==> src/logic/bts_pkg.sv <==
// Constants, register map and indication layout of the breaker test sequencer.
// Assumes one 200 MHz clock and an Avalon-MM register slave in the main module.
// Notes on behaviour
// - At most four test programs; start accepted only for a configured one.
// - Programs one to three trip only L1, L2 or L3, then close.
// - Three-pole-only configuration allows program four alone, tripping all poles.
// - A cycle is a trip command followed by the associated close command.
// - Single-pole programs need single-pole device support and single-pole breaker wiring.
// - With position feedback configured, start only while feedback reports closed.
// - Refuse start while any protection function is picked up.
// - Refuse start unless breaker-ready input is asserted.
// - Test-in-progress indication held for the whole cycle, dropped at its end.
// - Refusal for system fault or pickup raises the fault-refusal indication.
// - Refusal for breaker not closed raises the breaker-open indication.
// - Refusal for breaker not ready raises the not-ready indication.
// - Breaker still closed after trip: abort without closing, raise still-closed abort.
// - A cycle ending without refusal or abort raises test-successful.
// - Configured auxiliary contacts reporting open refuse even with operator confirmation.
// - Without auxiliary contacts, operator confirmation stands for breaker closed.
package bts_pkg;

    // ------------------------------------------------------------------
    // Register map
    // ------------------------------------------------------------------
    localparam logic [3:0] BTS_REG_CTRL = 4'h0;
    localparam logic [3:0] BTS_REG_CFG = 4'h4;
    localparam logic [3:0] BTS_REG_TRIP_TIME = 4'h8;
    localparam logic [3:0] BTS_REG_CLOSE_TIME = 4'hC;
    localparam logic [4:0] BTS_REG_STATUS = 5'h10;
    localparam logic [4:0] BTS_REG_IRQ_STAT = 5'h14;
    localparam logic [4:0] BTS_REG_IRQ_CLR = 5'h18;
    localparam logic [4:0] BTS_REG_IRQ_EN = 5'h1C;
    localparam int BTS_ADDR_W = 5;

    // ------------------------------------------------------------------
    // Field positions
    // ------------------------------------------------------------------
    // CTRL: write 1 to START with PROG in bits 2:1 and CONFIRM in bit 3.
    localparam int BTS_CTRL_START = 0;
    localparam int BTS_CTRL_PROG_LSB = 1;
    localparam int BTS_CTRL_CONFIRM = 3;
    // CFG.
    localparam int BTS_CFG_AUX_EN = 0;
    localparam int BTS_CFG_SP_DEV = 1;
    localparam int BTS_CFG_SP_CB = 2;
    localparam int BTS_CFG_SETTLE_LSB = 8;
    // Event bits, shared by STATUS low bits and the interrupt registers.
    localparam int BTS_EV_REF_FAULT = 0;
    localparam int BTS_EV_REF_OPEN = 1;
    localparam int BTS_EV_REF_NOT_READY = 2;
    localparam int BTS_EV_ABORT_CLOSED = 3;
    localparam int BTS_EV_SUCCESS = 4;
    localparam int BTS_EV_REF_PROG = 5;
    localparam int BTS_EV_W = 6;
    localparam int BTS_ST_BUSY = 8;

    // ------------------------------------------------------------------
    // Reset values and timing
    // ------------------------------------------------------------------
    localparam logic [31:0] BTS_CFG_RESET = 32'h0000_0000;
    localparam int BTS_CLK_MHZ = 200;
    localparam int BTS_TRIP_MS = 100;
    localparam int BTS_CLOSE_MS = 100;
    localparam logic [31:0] BTS_TRIP_CYC_RESET = 32'(BTS_TRIP_MS * 1000 * BTS_CLK_MHZ);
    localparam logic [31:0] BTS_CLOSE_CYC_RESET = 32'(BTS_CLOSE_MS * 1000 * BTS_CLK_MHZ);
    localparam logic [7:0] BTS_SETTLE_RESET = 8'h10;

    typedef enum logic [1:0] {
        BTS_PROG_L1,
        BTS_PROG_L2,
        BTS_PROG_L3,
        BTS_PROG_L123
    } bts_prog_e;

endpackage : bts_pkg

==> src/logic/bts_sequencer.sv <==
// Breaker trip/close test sequencer with Avalon-MM registers and interrupt.
// Assumes breaker inputs and protection pickup are synchronous to i_clock.
//
// The placing of the registers and the Avalon-MM interface to the registers are this design's own decisions.
`timescale 1ns/1ps
module bts_sequencer (
    input wire logic i_clock,
    input wire logic i_resetn,
    input wire logic [bts_pkg::BTS_ADDR_W-1:0] i_address,
    input wire logic i_read,
    input wire logic i_write,
    input wire logic [31:0] i_writedata,
    output logic [31:0] o_readdata,
    output logic o_waitrequest,
    output logic [1:0] o_response,
    input wire logic i_breaker_closed,
    input wire logic i_breaker_ready,
    input wire logic i_prot_pickup,
    input wire logic i_system_fault,
    output logic [2:0] o_test_trip_cmd,
    output logic o_test_close_cmd,
    output logic o_test_in_progress_flag,
    output logic o_refused_system_fault,
    output logic o_refused_breaker_open,
    output logic o_refused_not_ready,
    output logic o_aborted_still_closed,
    output logic o_test_success_flag,
    output logic o_irq
);
    import bts_pkg::*;

    typedef enum logic [2:0] {
        BTS_IDLE,
        BTS_TRIP,
        BTS_SETTLE,
        BTS_CLOSE
    } bts_state_e;

    // ------------------------------------------------------------------
    // Registers and bus
    // ------------------------------------------------------------------
    logic [31:0] cfg_ff;
    logic [31:0] trip_time_ff;
    logic [31:0] close_time_ff;
    logic [BTS_EV_W-1:0] irq_stat_ff;
    logic [BTS_EV_W-1:0] irq_en_ff;
    logic [BTS_EV_W-1:0] events;
    logic [31:0] readdata_ff;
    logic ack_ff;
    logic [1:0] response_ff;
    bts_state_e state_ff;
    logic [1:0] prog_ff;
    logic [2:0] trip_ff;
    logic close_ff;
    logic [5:0] ind_ff;
    logic timer_load;
    logic [31:0] timer_count;
    logic timer_done;
    logic access;
    logic wr_stb;
    logic start_req;
    logic [1:0] req_prog;
    logic req_confirm;
    logic closed_ok;
    logic sp_allowed;
    logic prog_ok;
    logic addr_ok;

    function automatic logic [2:0] bts_pole_mask(input logic [1:0] prog);
        unique case (prog)
            BTS_PROG_L1: bts_pole_mask = 3'h1;
            BTS_PROG_L2: bts_pole_mask = 3'h2;
            BTS_PROG_L3: bts_pole_mask = 3'h4;
            BTS_PROG_L123: bts_pole_mask = 3'h7;
        endcase
    endfunction : bts_pole_mask

    // One wait cycle per access. Writes land only at the edge where waitrequest is low,
    // so a master that drops a request early never leaves a half-done write behind.
    assign access = (i_read || i_write) && !ack_ff;
    assign o_waitrequest = (i_read || i_write) && !ack_ff;
    assign wr_stb = i_write && ack_ff;
    assign addr_ok = (i_address[1:0] == 2'h0) && (i_address <= BTS_REG_IRQ_EN);

    always_ff @(posedge i_clock or negedge i_resetn) begin
        if (!i_resetn) begin
            ack_ff <= 1'b0;
        end else begin
            ack_ff <= access;
        end
    end

    always_ff @(posedge i_clock or negedge i_resetn) begin
        if (!i_resetn) begin
            readdata_ff <= 32'h0000_0000;
            response_ff <= 2'h0;
        end else if (access) begin
            response_ff <= addr_ok ? 2'h0 : 2'h3;
            readdata_ff <= 32'h0000_0000;
            if (i_read) begin
                unique case (i_address)
                    BTS_ADDR_W'(BTS_REG_CFG): readdata_ff <= cfg_ff;
                    BTS_ADDR_W'(BTS_REG_TRIP_TIME): readdata_ff <= trip_time_ff;
                    BTS_ADDR_W'(BTS_REG_CLOSE_TIME): readdata_ff <= close_time_ff;
                    BTS_REG_STATUS: readdata_ff <= {23'h0, (state_ff != BTS_IDLE),
                                                    2'h0, ind_ff};
                    BTS_REG_IRQ_STAT: readdata_ff <= {26'h0, irq_stat_ff};
                    BTS_REG_IRQ_EN: readdata_ff <= {26'h0, irq_en_ff};
                    default: readdata_ff <= 32'h0000_0000;
                endcase
            end
        end
    end

    assign o_readdata = readdata_ff;
    assign o_response = response_ff;

    always_ff @(posedge i_clock or negedge i_resetn) begin
        if (!i_resetn) begin
            cfg_ff <= BTS_CFG_RESET | {16'h0, BTS_SETTLE_RESET, 8'h0};
            trip_time_ff <= BTS_TRIP_CYC_RESET;
            close_time_ff <= BTS_CLOSE_CYC_RESET;
            irq_en_ff <= '0;
        end else if (wr_stb) begin
            unique case (i_address)
                BTS_ADDR_W'(BTS_REG_CFG): cfg_ff <= i_writedata;
                BTS_ADDR_W'(BTS_REG_TRIP_TIME): trip_time_ff <= i_writedata;
                BTS_ADDR_W'(BTS_REG_CLOSE_TIME): close_time_ff <= i_writedata;
                BTS_REG_IRQ_EN: irq_en_ff <= i_writedata[BTS_EV_W-1:0];
                default: ;
            endcase
        end
    end

    // ------------------------------------------------------------------
    // Start checks
    // ------------------------------------------------------------------
    assign start_req = wr_stb && (i_address == BTS_ADDR_W'(BTS_REG_CTRL))
                       && i_writedata[BTS_CTRL_START];
    assign req_prog = i_writedata[BTS_CTRL_PROG_LSB +: 2];
    // The operator selects the program and confirms the closed breaker in CTRL.
    assign req_confirm = i_writedata[BTS_CTRL_CONFIRM];
    // Aux contacts override the operator's answer when they are configured.
    assign closed_ok = cfg_ff[BTS_CFG_AUX_EN] ? i_breaker_closed
                                              : req_confirm;
    assign sp_allowed = cfg_ff[BTS_CFG_SP_DEV] && cfg_ff[BTS_CFG_SP_CB];
    // Without single-pole support only program four is offered.
    assign prog_ok = (req_prog == BTS_PROG_L123) || sp_allowed;

    // ------------------------------------------------------------------
    // Sequencer
    // ------------------------------------------------------------------
    always_comb begin
        timer_load = 1'b0;
        timer_count = trip_time_ff;
        unique case (state_ff)
            BTS_IDLE: begin
                timer_load = start_req && prog_ok && !i_system_fault && !i_prot_pickup
                             && closed_ok && i_breaker_ready;
                timer_count = trip_time_ff;
            end
            BTS_TRIP: begin
                timer_load = timer_done;
                timer_count = {24'h0, cfg_ff[BTS_CFG_SETTLE_LSB +: 8]};
            end
            BTS_SETTLE: begin
                timer_load = timer_done && !i_breaker_closed;
                timer_count = close_time_ff;
            end
            BTS_CLOSE: begin
                timer_load = 1'b0;
                timer_count = close_time_ff;
            end
            default: ;
        endcase
    end

    bts_timer #(
        .WIDTH(32)
    ) u_timer (
        .i_clock(i_clock),
        .i_resetn(i_resetn),
        .i_load(timer_load),
        .i_count(timer_count),
        .o_done(timer_done)
    );

    // Indications stay until the next accepted or refused start, so software can read them.
    always_ff @(posedge i_clock or negedge i_resetn) begin
        if (!i_resetn) begin
            state_ff <= BTS_IDLE;
            prog_ff <= 2'h0;
            trip_ff <= 3'h0;
            close_ff <= 1'b0;
            ind_ff <= 6'h0;
        end else begin
            unique case (state_ff)
                BTS_IDLE: begin
                    if (start_req) begin
                        ind_ff <= 6'h0;
                        if (!prog_ok) begin
                            ind_ff[BTS_EV_REF_PROG] <= 1'b1;
                        end else if (i_system_fault || i_prot_pickup) begin
                            ind_ff[BTS_EV_REF_FAULT] <= 1'b1;
                        end else if (!closed_ok) begin
                            ind_ff[BTS_EV_REF_OPEN] <= 1'b1;
                        end else if (!i_breaker_ready) begin
                            ind_ff[BTS_EV_REF_NOT_READY] <= 1'b1;
                        end else begin
                            prog_ff <= req_prog;
                            trip_ff <= bts_pole_mask(req_prog);
                            state_ff <= BTS_TRIP;
                        end
                    end
                end
                BTS_TRIP: begin
                    if (timer_done) begin
                        trip_ff <= 3'h0;
                        state_ff <= BTS_SETTLE;
                    end
                end
                BTS_SETTLE: begin
                    if (timer_done) begin
                        if (i_breaker_closed) begin
                            ind_ff[BTS_EV_ABORT_CLOSED] <= 1'b1;
                            state_ff <= BTS_IDLE;
                        end else begin
                            close_ff <= 1'b1;
                            state_ff <= BTS_CLOSE;
                        end
                    end
                end
                BTS_CLOSE: begin
                    if (timer_done) begin
                        close_ff <= 1'b0;
                        ind_ff[BTS_EV_SUCCESS] <= 1'b1;
                        state_ff <= BTS_IDLE;
                    end
                end
                default: state_ff <= BTS_IDLE;
            endcase
        end
    end

    assign o_test_trip_cmd = trip_ff;
    assign o_test_close_cmd = close_ff;
    assign o_test_in_progress_flag = (state_ff != BTS_IDLE);
    assign o_refused_system_fault = ind_ff[BTS_EV_REF_FAULT];
    assign o_refused_breaker_open = ind_ff[BTS_EV_REF_OPEN];
    assign o_refused_not_ready = ind_ff[BTS_EV_REF_NOT_READY];
    assign o_aborted_still_closed = ind_ff[BTS_EV_ABORT_CLOSED];
    assign o_test_success_flag = ind_ff[BTS_EV_SUCCESS];

    // ------------------------------------------------------------------
    // Interrupt
    // ------------------------------------------------------------------
    // Rising indication bits are the events; a set in the clearing cycle wins.
    logic [BTS_EV_W-1:0] ind_prev_ff;
    logic [BTS_EV_W-1:0] clr_mask;

    assign events = ind_ff & ~ind_prev_ff;
    assign clr_mask = (wr_stb && (i_address == BTS_REG_IRQ_CLR))
                      ? i_writedata[BTS_EV_W-1:0] : '0;

    always_ff @(posedge i_clock or negedge i_resetn) begin
        if (!i_resetn) begin
            ind_prev_ff <= '0;
            irq_stat_ff <= '0;
        end else begin
            ind_prev_ff <= ind_ff;
            irq_stat_ff <= (irq_stat_ff & ~clr_mask) | events;
        end
    end

    assign o_irq = |(irq_stat_ff & irq_en_ff);

endmodule : bts_sequencer

==> src/logic/bts_timer.sv <==
// Down-counting pulse timer used for the trip, gap and close phases.
// Assumes the caller loads it once per phase and waits for o_done.
`timescale 1ns/1ps
module bts_timer #(
    parameter int WIDTH = 32
) (
    input wire logic i_clock,
    input wire logic i_resetn,
    input wire logic i_load,
    input wire logic [WIDTH-1:0] i_count,
    output logic o_done
);
    logic [WIDTH-1:0] count_ff;
    logic running_ff;

    always_ff @(posedge i_clock or negedge i_resetn) begin
        if (!i_resetn) begin
            count_ff <= '0;
            running_ff <= 1'b0;
        end else if (i_load) begin
            // A zero count still gives one cycle of pulse.
            count_ff <= (i_count == '0) ? WIDTH'(1) : i_count;
            running_ff <= 1'b1;
        end else if (running_ff) begin
            count_ff <= count_ff - WIDTH'(1);
            if (count_ff == WIDTH'(1)) begin
                running_ff <= 1'b0;
            end
        end
    end

    assign o_done = running_ff && (count_ff == WIDTH'(1));

endmodule : bts_timer

==> config.mk <==
export PLATFORM = sky130hd
export DESIGN_NAME = bts_sequencer
export DESIGN_NICKNAME = d
export VERILOG_FILES = /design/src/logic/bts_pkg.sv /design/src/logic/bts_sequencer.sv /design/src/logic/bts_timer.sv
export SDC_FILE = /design/constraint.sdc
export NUM_CORES = 1
export LEC_CHECK = 0
export BUFFER_PORTS_ARGS = -buffer_cell sky130_fd_sc_hd__clkbuf_2
export CAP_MARGIN = 30
export CORE_MARGIN = 2
export CORE_UTILIZATION = 64
export DETAILED_ROUTE_END_ITERATION = 12
export PLACE_DENSITY = 0.85
export SYNTH_ARGS = -nofsm -noshare
export SYNTH_HDL_FRONTEND = slang
export SYNTH_SLANG_ARGS = --single-unit
export TNS_END_PERCENT = 30
==> constraint.sdc <==
create_clock -name i_clock -period 7.5 [get_ports i_clock]
set_input_delay 1.5 -clock i_clock [delete_from_list [all_inputs] [get_ports i_clock]]
set_output_delay 1.5 -clock i_clock [all_outputs]
set_load 0.01 [all_outputs]
---- After elaboration in Yosys (flattened, before gate mapping) ----
Index checks and enable logic that the tools add are counted.
storage, ports and cells
  bits in registers ....................... 195
  bits of input ports ..................... 45
  output and inout port bits .............. 46
  logic and storage cells ................. 140
operators by class
  add/sub/neg operators ................... 1
  order comparisons ....................... 1
  eq/ne operators ......................... 24
  mux-type cells .......................... 47
  bitwise gates (word level) .............. 6
  reduce and logical (&&, ||, !) cells .... 44
operators by type and width
  kind                                                                     number
  32-bit one-hot mux with 6 select lines                                   1
  32-bit 2-to-1 mux                                                        4
  32-bit one-hot mux with 2 select lines                                   1
  3-bit 2-to-1 mux                                                         14
  32-bit by 1-bit equality test with 1-bit output (second input constant)  1
  32-bit zero test                                                         1
  32-bit by 1-bit subtractor with 32-bit output (second input constant)    1
  3-bit one-hot mux with 4 select lines                                    2
  5-bit equality test (second input constant)                              4
  2-bit inequality test (second input constant)                            10
  6-bit AND                                                                3
  1-bit 2-to-1 mux                                                         15
  1-bit logical AND                                                        14
  6-bit NOT                                                                2
  5-bit by 4-bit equality test with 1-bit output (second input constant)   2
  2-bit AND reduction                                                      5
  2-bit nonzero test                                                       5
  4-bit AND reduction                                                      2
  8-bit AND reduction                                                      1
  7-bit AND reduction                                                      1
  3-bit by 2-bit equality test with 1-bit output (second input constant)   2
  2-bit 2-to-1 mux                                                         3
  6-bit 2-to-1 mux                                                         1
  6-bit OR                                                                 1
  other kinds (18)                                                         27

---- Longest topological paths before layout ----
Gate-level depths: netlist of run 1.
  word-level depth ........................ 10
  mapped depth ............................ 10
  depth with buffers taken out ............ 8

---- Cells and area by module ----
A second synthesis of run 1 with hierarchy kept.
unflattened totals
  cells, all modules ...................... 813
  area, all modules ....................... 9466.6 µm²
by module, submodules not included
  module         instances  cells each  area each (µm²)  seq. area each (µm²)
  bts_sequencer  1          586         7373.3           4025.1
  bts_timer      1          227         2093.3           825.8

---- Worst setup path before layout of run 1 ----
No wires, ideal clock.
  path type ............................... input to output
  start ................................... input port i_write
  end ..................................... output port o_waitrequest
  arrival time ............................ 2269 ps
  required time ........................... 6000 ps
  setup slack ............................. 3731 ps
  cell stages on the path ................. 3
  buffers on the path ..................... 1
  cells stage by stage .................... o21bai_1 clkbuf_1 inv_1
between the ends
  cells in the longest elaborated chain, start to end .. 2
ends and longest elaborated chain
  item               line                 text
  start, declared    bts_sequencer.sv:11  input wire logic i_write,
  1-bit logical OR   bts_sequencer.sv:81  assign o_waitrequest = (i_read || i_write) && !ack_ff;
  1-bit logical AND  bts_sequencer.sv:81
  end, declared      bts_sequencer.sv:14  output logic o_waitrequest,
Every way passes these cells.

---- Worst setup path after layout of run 1 ----
  start ................................... input port i_writedata[1]
  end ..................................... register u_timer.count_ff[25]
between the ends
  cells in the longest elaborated chain, start to end .. 9
  elaborated cells on any way between the ends .. 10
  those cells by class .................... eq/ne (1); mux (2); reduce/logical (7)
ends and longest elaborated chain
  item                                                     line                  text
  start, declared                                          bts_sequencer.sv:12   input wire logic [31:0] i_writedata,
  2-bit equality test (*)                                  bts_sequencer.sv:148  assign prog_ok = (req_prog == BTS_PROG_L123) || sp_allowed;
  1-bit logical OR (*)                                     bts_sequencer.sv:148
  1-bit logical AND (*) (3 in series)                      bts_sequencer.sv:158  timer_load = start_req && prog_ok && !i_system_fault && !i_prot_pickup
  1-bit logical AND (*) (2 in series)                      bts_sequencer.sv:159  && closed_ok && i_breaker_ready;
  1-bit one-hot mux with 3 select lines (*)                bts_sequencer.sv:156  unique case (state_ff)
  32-bit 2-to-1 mux or 2-bit nonzero test (tied branches)  -
  end signal, assigned                                     bts_timer.sv:22       count_ff <= (i_count == '0) ? WIDTH'(1) : i_count;
  end signal, assigned                                     bts_timer.sv:25       count_ff <= count_ff - WIDTH'(1);
  end, declared                                            bts_timer.sv:13       logic [WIDTH-1:0] count_ff;
Every way passes the cells marked *; elsewhere a longest branch is shown, timed or not.
A chain may end at the register's enable or synchronous reset.

==> impl_metrics.py, run 1 <==
metrics = {
    "setup_path": {
        "r2r_start": "state_ff[0]$_DFFE_PN0P_",
        "worstSetupPathType": "input pin to flip-flop",
        "endpoint": "u_timer.count_ff[25]$_DFFE_PN0P_",
        "cp-start-kind": "input pin",
        "crit_start": "i_writedata[1]",
        "reg2reg_slack_ns": 3.94,
        "worstPathArrival_ns": 4.32,
        "regToRegEndpoint": "u_timer.count_ff[16]$_DFFE_PN0P_",
        "r2r_cells": 7,
        "crit_path_max_fanout": 20,
        "endpoint_kind": "flip-flop",
        "crit_required_ns": 7.84,
    },
    "sta": {
        "worstMarginPinSlew_ns": 1.06,
        "fmax_mhz": 251,
        "slew_violations": 0,
        "period_needed_ns": 3.98,
        "clock-skew-final_ns": 0.00670,
        "finalHoldViolations": 0,
        "rsz0062_at_grt": "false",
        "whs_ns": 0.430,
        "fin_tns_setup_ns": 0,
        "setup_viol": 0,
        "relSlewSlack_pct": 29.1,
        "finalCritPeriodShare_pct": 53.0,
    },
    "synth": {
        "syn_area_per_cell_um2": 11.0,
        "netlist_top_cells_area": "dfrtp_1 (47%), mux2_2 (12%), dfstp_2 (4.8%)",
        "yosys_register_bits": 193,
        "synthCells": 849,
        "async_flop_share_pct": 100,
        "synth-main-ff-cell": "dfrtp_1",
        "yosysWarnings": 0,
        "syn_area_mm2": 0.00935,
        "synth.top_cell.area_share_pct": 47.1,
        "synth_top_area_cell": "dfrtp_1",
        "yosysUniqueCellTypes": 68,
        "synth_edf_count": 0,
        "yosysSeqAreaShare_pct": 51.9,
        "synthTopCellsByCount": "dfrtp_1 (176), mux2_2 (102), nand2_1 (70)",
        "synth.most_common_cell": "dfrtp_1",
        "syn-num-nets": 900,
    },
    "clocking": {
        "numCtsBuffers": 17,
        "cts_root_buffer": "clkbuf_16",
        "cts_resized": 0,
        "cts_hold_repair.buffers": 0,
        "cts.sinks": 193,
        "insertion_delay_ns": 0.43,
        "path_clk_slew_ns": 0.07,
        "cts_max_path_buffers": 2,
        "htree_levels": 4,
        "post-cts-setup-buffers": 0,
        "cts_tree": "built",
    },
    "global_routing": {
        "use_met2_pct": 52.9,
        "grt_pass1_vias": 7565,
        "gr-usage-met3_pct": 8.12,
        "top_usage_layer": "met2",
        "grt_pass1_wl_um": 42700,
        "grt_max_degree": 114,
        "grt_use_total_pct": 35.0,
        "antenna_found_initial": 0,
        "grt_overflow": 0,
        "grt_use_met1_pct": 50.8,
    },
    "route": {
        "drtIter0Drc": 1347,
        "vias": 7928,
        "wl_per_cell_um": 24.0,
        "wl_um": 26800,
        "drc": 0,
        "avgViaCountPerCell": 7.10,
        "ant_nets": 0,
        "detail_route.first_pass.iterations": 7,
    },
    "power": {
        "vdd_drop_max_uv": 206,
        "powerDensity_mw_per_mm2": 235,
        "pwr-share-comb_pct": 11.3,
        "power_uw": 2480,
        "clockPowerShare_pct": 36.9,
        "p_sw_share_pct": 28.9,
        "internal-power_uw": 1760,
        "cellLeakagePower_uw": 0.00479,
        "pwr-share-seq_pct": 51.7,
        "switchingPower_uw": 716,
    },
    "final_layout": {
        "multi_input_area_mm2": 0.00422,
        "final_cells": 1117,
        "fillers": 992,
        "regArea_mm2": 0.00485,
        "antenna_cells": 0,
        "fin_area_mm2": 0.0106,
        "layout-drive-gt1-share_pct": 30.1,
        "layout.nets": 971,
        "synthToLayoutAreaGrowth_pct": 12.9,
    },
    "die": {
        "dieWidth_um": 125,
        "core.rowCount": 44,
        "core-area_mm2": 0.0144,
        "dieArea_mm2": 0.0156,
        "start_util_pct": 64.8,
        "pin_count": 91,
        "dieHeight_um": 125,
    },
    "run_status": {
        "status": "complete, no violations",
    },
    "placed_design": {
        "io_buffers": 90,
        "dp_hpwl_um": 17900,
        "place_congestion": 0.966,
        "post-place-cells": 1083,
        "place_area_mm2": 0.00993,
    },
    "hold_path": {
        "hp-class": "flip-flop to flip-flop",
    },
    "run": {
        "maxCapViolCount": 0,
    },
}
-- placed cells by master, fill, tap and decap left out, drive strengths merged, types with 16 or more instances in the layout --
cell	count
dfrtp	176
clkbuf	107
mux2	102
nand2	71
o21ai	59
nor2	46
nor3	36
inv	32
a222oi	31
a21oi	29
nor4	24
dfstp	17
nand3	17
a221oi	16
-- cells by family (layout without fill, tap and decap cells) --
kind of cell               after synthesis  count (layout)  synth area share [%]
AOI/OAI and AO/OA                      199             199                  15.5
xor gates and xnor gates                 9               9                 0.843
and+or+nand+nor                        251             251                  13.9
buffers and inverters                   75             159                  3.25
muxes                                  116             116                  13.8
adders and majority gates                6               6                 0.803
DFF                                    193             193                  51.9
-- registers in the layout, indices dropped and copies added, names as in the netlist --
register	flops
cfg_ff	32
close_time_ff	32
o_readdata	32
trip_time_ff	32
u_timer.count_ff	32
ind_ff	6
ind_prev_ff	6
irq_en_ff	6
irq_stat_ff	6
o_test_trip_cmd	3
state_ff	2
ack_ff	1
o_response	1
o_test_close_cmd	1
u_timer.running_ff	1
-- per-layer routing --
| layer | wire, um | share of wire (%) |
|---|---|---|
| met5 | 0 | 0 |
| met4 | 811 | 3.0 |
| met3 | 3200 | 12 |
| met2 | 12200 | 45 |
| met1 | 10600 | 40 |
-- worst max-delay path, cell delays in order --
cell	delay, ns
clkbuf_2	0.14
ha_1	0.26
a21oi_1	0.27
and4b_1	0.30
nand3_1	0.71
and2_1	0.75
a221oi_1	0.15
nor3_1	0.22
-- through the flow --
| step | util [%] | setup slack, ns |
|---|---|---|
| 6_report | 73.2 | 3.52 |
| 5_1_grt | 73.2 | 3.33 |
| 4_1_cts | 73.0 | 3.63 |
| 3_5_place_dp | 68.8 | 3.20 |
| 3_3_place_gp | 68.8 | 3.25 |
| 2_1_floorplan | - | 3.73 |
-- area by class of cell --
type / count / share of cell area [%]
clock inverters: 15 / 1.60
inverters: 24 / 0.853
flip-flops and latches: 193 / 45.9
clock buffers: 17 / 4.03
well taps: 184 / 2.18
repair buffers: 103 / 5.46
multi-input cells: 581 / 39.9
-- power groups by stage --
stage	sequential (uW)	combinational [uW]	clock (uW)
6_report	1280	280	915
5_1_grt	1290	304	963
4_1_cts	1270	275	925
3_5_place_dp	1290	270	0
3_3_place_gp	1290	259	0
2_1_floorplan	1250	183	0
-- worst min path at each step --
stage | startpoint | end | slack, ns | depth (start not counted)
detailed placement | ind_prev_ff[1]$_DFF_PN0_ | irq_stat_ff[1]$_DFF_PN0_ | 0.41 | 1
global placement | ind_prev_ff[2]$_DFF_PN0_ | irq_stat_ff[2]$_DFF_PN0_ | 0.40 | 1
global route | ind_ff[5]$_DFFE_PN0P_ | ind_prev_ff[5]$_DFF_PN0_ | 0.46 | 0
CTS | ind_prev_ff[1]$_DFF_PN0_ | irq_stat_ff[1]$_DFF_PN0_ | 0.42 | 1
floorplan | ind_ff[5]$_DFFE_PN0P_ | ind_prev_ff[5]$_DFF_PN0_ | 0.39 | 0
finish | ind_prev_ff[2]$_DFF_PN0_ | irq_stat_ff[2]$_DFF_PN0_ | 0.43 | 1
No activity file was read; power rests on OpenSTA's default activity.
==> inputs of run 2 (changes only) <==
Settings changed: CORE_UTILIZATION 64 to 59, PLACE_DENSITY 0.85 to 0.8.
Clock period 7.5 ns to 4.15 ns, I/O delays scaled along.
==> run 2 against run 1 <==
Compared with the run above: via count fell by 3.3%; die area rose by 8.2%; clock power rose by 77%; non-clock buffer count rose by 8; sequential cell count did not move; combinational power rose by 77%; critical path depth fell by 2; first-iteration DRC count fell by 21%; clock skew rose by 0.0049 ns; sequential power rose by 80%.
==> impl_metrics.py, run 2 (synthesis results as in run 1) <==
metrics = {
    "placed_design": {
        "io_buffers": 90,
        "place_congestion": 0.931,
        "dp_hpwl_um": 18100,
        "dp_slack_ns": 0.981,
    },
    "clocking": {
        "cts_max_path_buffers": 2,
        "numCtsBuffers": 17,
        "cts_tree": "built",
        "htree_levels": 4,
        "cts_hold_repair.buffers": 0,
        "path_clk_slew_ns": 0.08,
        "post-cts-setup-buffers": 0,
        "cts_root_buffer": "clkbuf_16",
        "insertion_delay_ns": 0.44,
        "cts.sinks": 193,
        "cts_resized": 0,
    },
    "setup_path": {
        "critical_path.top_delay_family": "simple AND/OR/NAND/NOR gates",
        "worstSetupPathType": "flip-flop to flip-flop",
        "endpoint": "u_timer.count_ff[27]$_DFFE_PN0P_",
        "crit_top_cell": "nor3_1",
        "worstPathArrival_ns": 3.32,
        "slowest_delay_ns": 0.72,
        "crit_path_max_fanout": 6,
        "crit_buf_inv": 0,
        "crit_cells": 6,
        "r2r_start": "u_timer.count_ff[6]$_DFFE_PN0P_",
        "crit_start": "u_timer.count_ff[6]$_DFFE_PN0P_",
        "worstPathCellList": "or4_4 -> nor3_1 -> nand4_1 -> nor4_1 -> and3_1 -> nor3_1",
        "regToRegEndpoint": "u_timer.count_ff[27]$_DFFE_PN0P_",
        "endpoint_kind": "flip-flop",
        "r2r_cells": 6,
        "reg2reg_slack_ns": 1.15,
        "cp-start-kind": "flip-flop",
        "crit_required_ns": 4.46,
        "crit_path_top_delay_cell": "nor3_1",
    },
    "sta": {
        "worstMarginPinSlew_ns": 0.963,
        "finalCritPeriodShare_pct": 72.4,
        "clock-skew-final_ns": 0.0116,
        "whs_ns": 0.425,
        "worst_slack_ns": 1.15,
        "setup_viol": 0,
        "rsz0062_at_grt": "false",
        "finalHoldViolations": 0,
        "period_needed_ns": 3.00,
        "fmax_mhz": 333,
        "fin_tns_setup_ns": 0,
        "relSlewSlack_pct": 35.3,
        "slew_violations": 0,
    },
    "die": {
        "dieWidth_um": 130,
        "pin_count": 91,
        "start_util_pct": 59.5,
        "dieArea_mm2": 0.0169,
        "core-area_mm2": 0.0157,
        "core.rowCount": 46,
        "dieHeight_um": 130,
    },
    "route": {
        "avgViaCountPerCell": 6.63,
        "wl_per_cell_um": 22.5,
        "drc": 0,
        "wl_um": 26000,
        "vias": 7669,
        "drtIter0Drc": 1069,
        "detail_route.first_pass.iterations": 6,
        "ant_nets": 0,
    },
    "global_routing": {
        "grt_use_total_pct": 32.0,
        "grt_pass1_wl_um": 41100,
        "grt_max_degree": 110,
        "antenna_found_initial": 0,
        "grt_overflow": 0,
        "grt_pass1_vias": 7416,
    },
    "run": {
        "maxCapViolCount": 0,
    },
    "hold_path": {
        "holdPathStages": 1,
        "hp-class": "flip-flop to flip-flop",
    },
    "final_layout": {
        "antenna_cells": 0,
        "final_cell_mix": "dfrtp_1 (176), mux2_2 (102), clkbuf_2 (89), nand2_1 (70), o21ai_0 (56)",
        "layout_commonest_cell": "dfrtp_1",
        "layout.nets": 979,
        "synthToLayoutAreaGrowth_pct": 14.1,
        "layout-drive-gt1-share_pct": 30.7,
        "postLayoutCoreUtil_pct": 67.9,
    },
    "power": {
        "vdd_drop_max_uv": 317,
        "powerDensity_mw_per_mm2": 415,
        "power_uw": 4430,
        "cellLeakagePower_uw": 0.00481,
    },
    "run_status": {
        "status": "complete, no violations",
    },
}
==> run 2: cell count changes in the layout (fill, tap and decap cells not counted), sizes merged <==
| cell | before | now |
|---|---|---|
| inv | 32 | 30 |
| buf | 13 | 21 |
| clkinvlp | 0 | 1 |
| bufinv | 1 | 0 |
| clkinv | 6 | 8 |
==> run 2: how the worst min path moves through the flow <==
stage                          endpoint                      from  slack (ns)
4_1_cts        irq_stat_ff[1]$_DFF_PN0_  ind_prev_ff[1]$_DFF_PN0_        0.42
3_5_place_dp   irq_stat_ff[1]$_DFF_PN0_  ind_prev_ff[1]$_DFF_PN0_        0.41
6_report       irq_stat_ff[1]$_DFF_PN0_  ind_prev_ff[1]$_DFF_PN0_        0.42
2_1_floorplan  ind_prev_ff[5]$_DFF_PN0_     ind_ff[5]$_DFFE_PN0P_        0.39
3_3_place_gp   irq_stat_ff[2]$_DFF_PN0_  ind_prev_ff[2]$_DFF_PN0_        0.40
5_1_grt        irq_stat_ff[2]$_DFF_PN0_  ind_prev_ff[2]$_DFF_PN0_        0.44
==> run 2: per-layer routing <==
| layer | global-route usage [%] | part of all wire [%] | wire length, um | up-vias |
|---|---|---|---|---|
| met5 | 0 | 0 | 0 | - |
| met4 | 11.3 | 2.6 | 687 | 0 |
| met3 | 8.24 | 10 | 2640 | 66 |
| met2 | 46.0 | 45 | 11600 | 440 |
| met1 | 47.7 | 43 | 11100 | 3788 |
| li1 | - | - | - | 3375 |
==> run 2: where the power goes <==
| part | switching (uW) | leakage, uW | internal (uW) |
|---|---|---|---|
| clock network | 815 | 0.000286 | 808 |
| registers | 222 | 0.00248 | 2090 |
| logic | 263 | 0.00205 | 233 |
| total | 1300 | 0.00481 | 3130 |
==> run 2: worst reg2reg max path, cell delays in order, from the launching register on <==
cell and delay (ns):
dfrtp_1 0.41, or4_4 0.59, nor3_1 0.72, nand4_1 0.41
nor4_1 0.46, and3_1 0.24, nor3_1 0.05
==> run 2: area by class of cell <==
type | instances | area [um^2]
tap | 216 | 270
sequential | 193 | 4850
timing repair buffer | 111 | 642
clock inverter | 15 | 169
clock buffer | 17 | 425
multi-input combinational | 581 | 4220
fill | 1135 | 5050
inverter | 24 | 90.1
==> run 2: stage by stage <==
stage / cells / area (um^2)
floorplan: 849 / 9350
global placement: 1125 / 10100
detailed placement: 1125 / 10100
CTS: 1157 / 10700
global route: 1157 / 10700
finish: 1157 / 10700
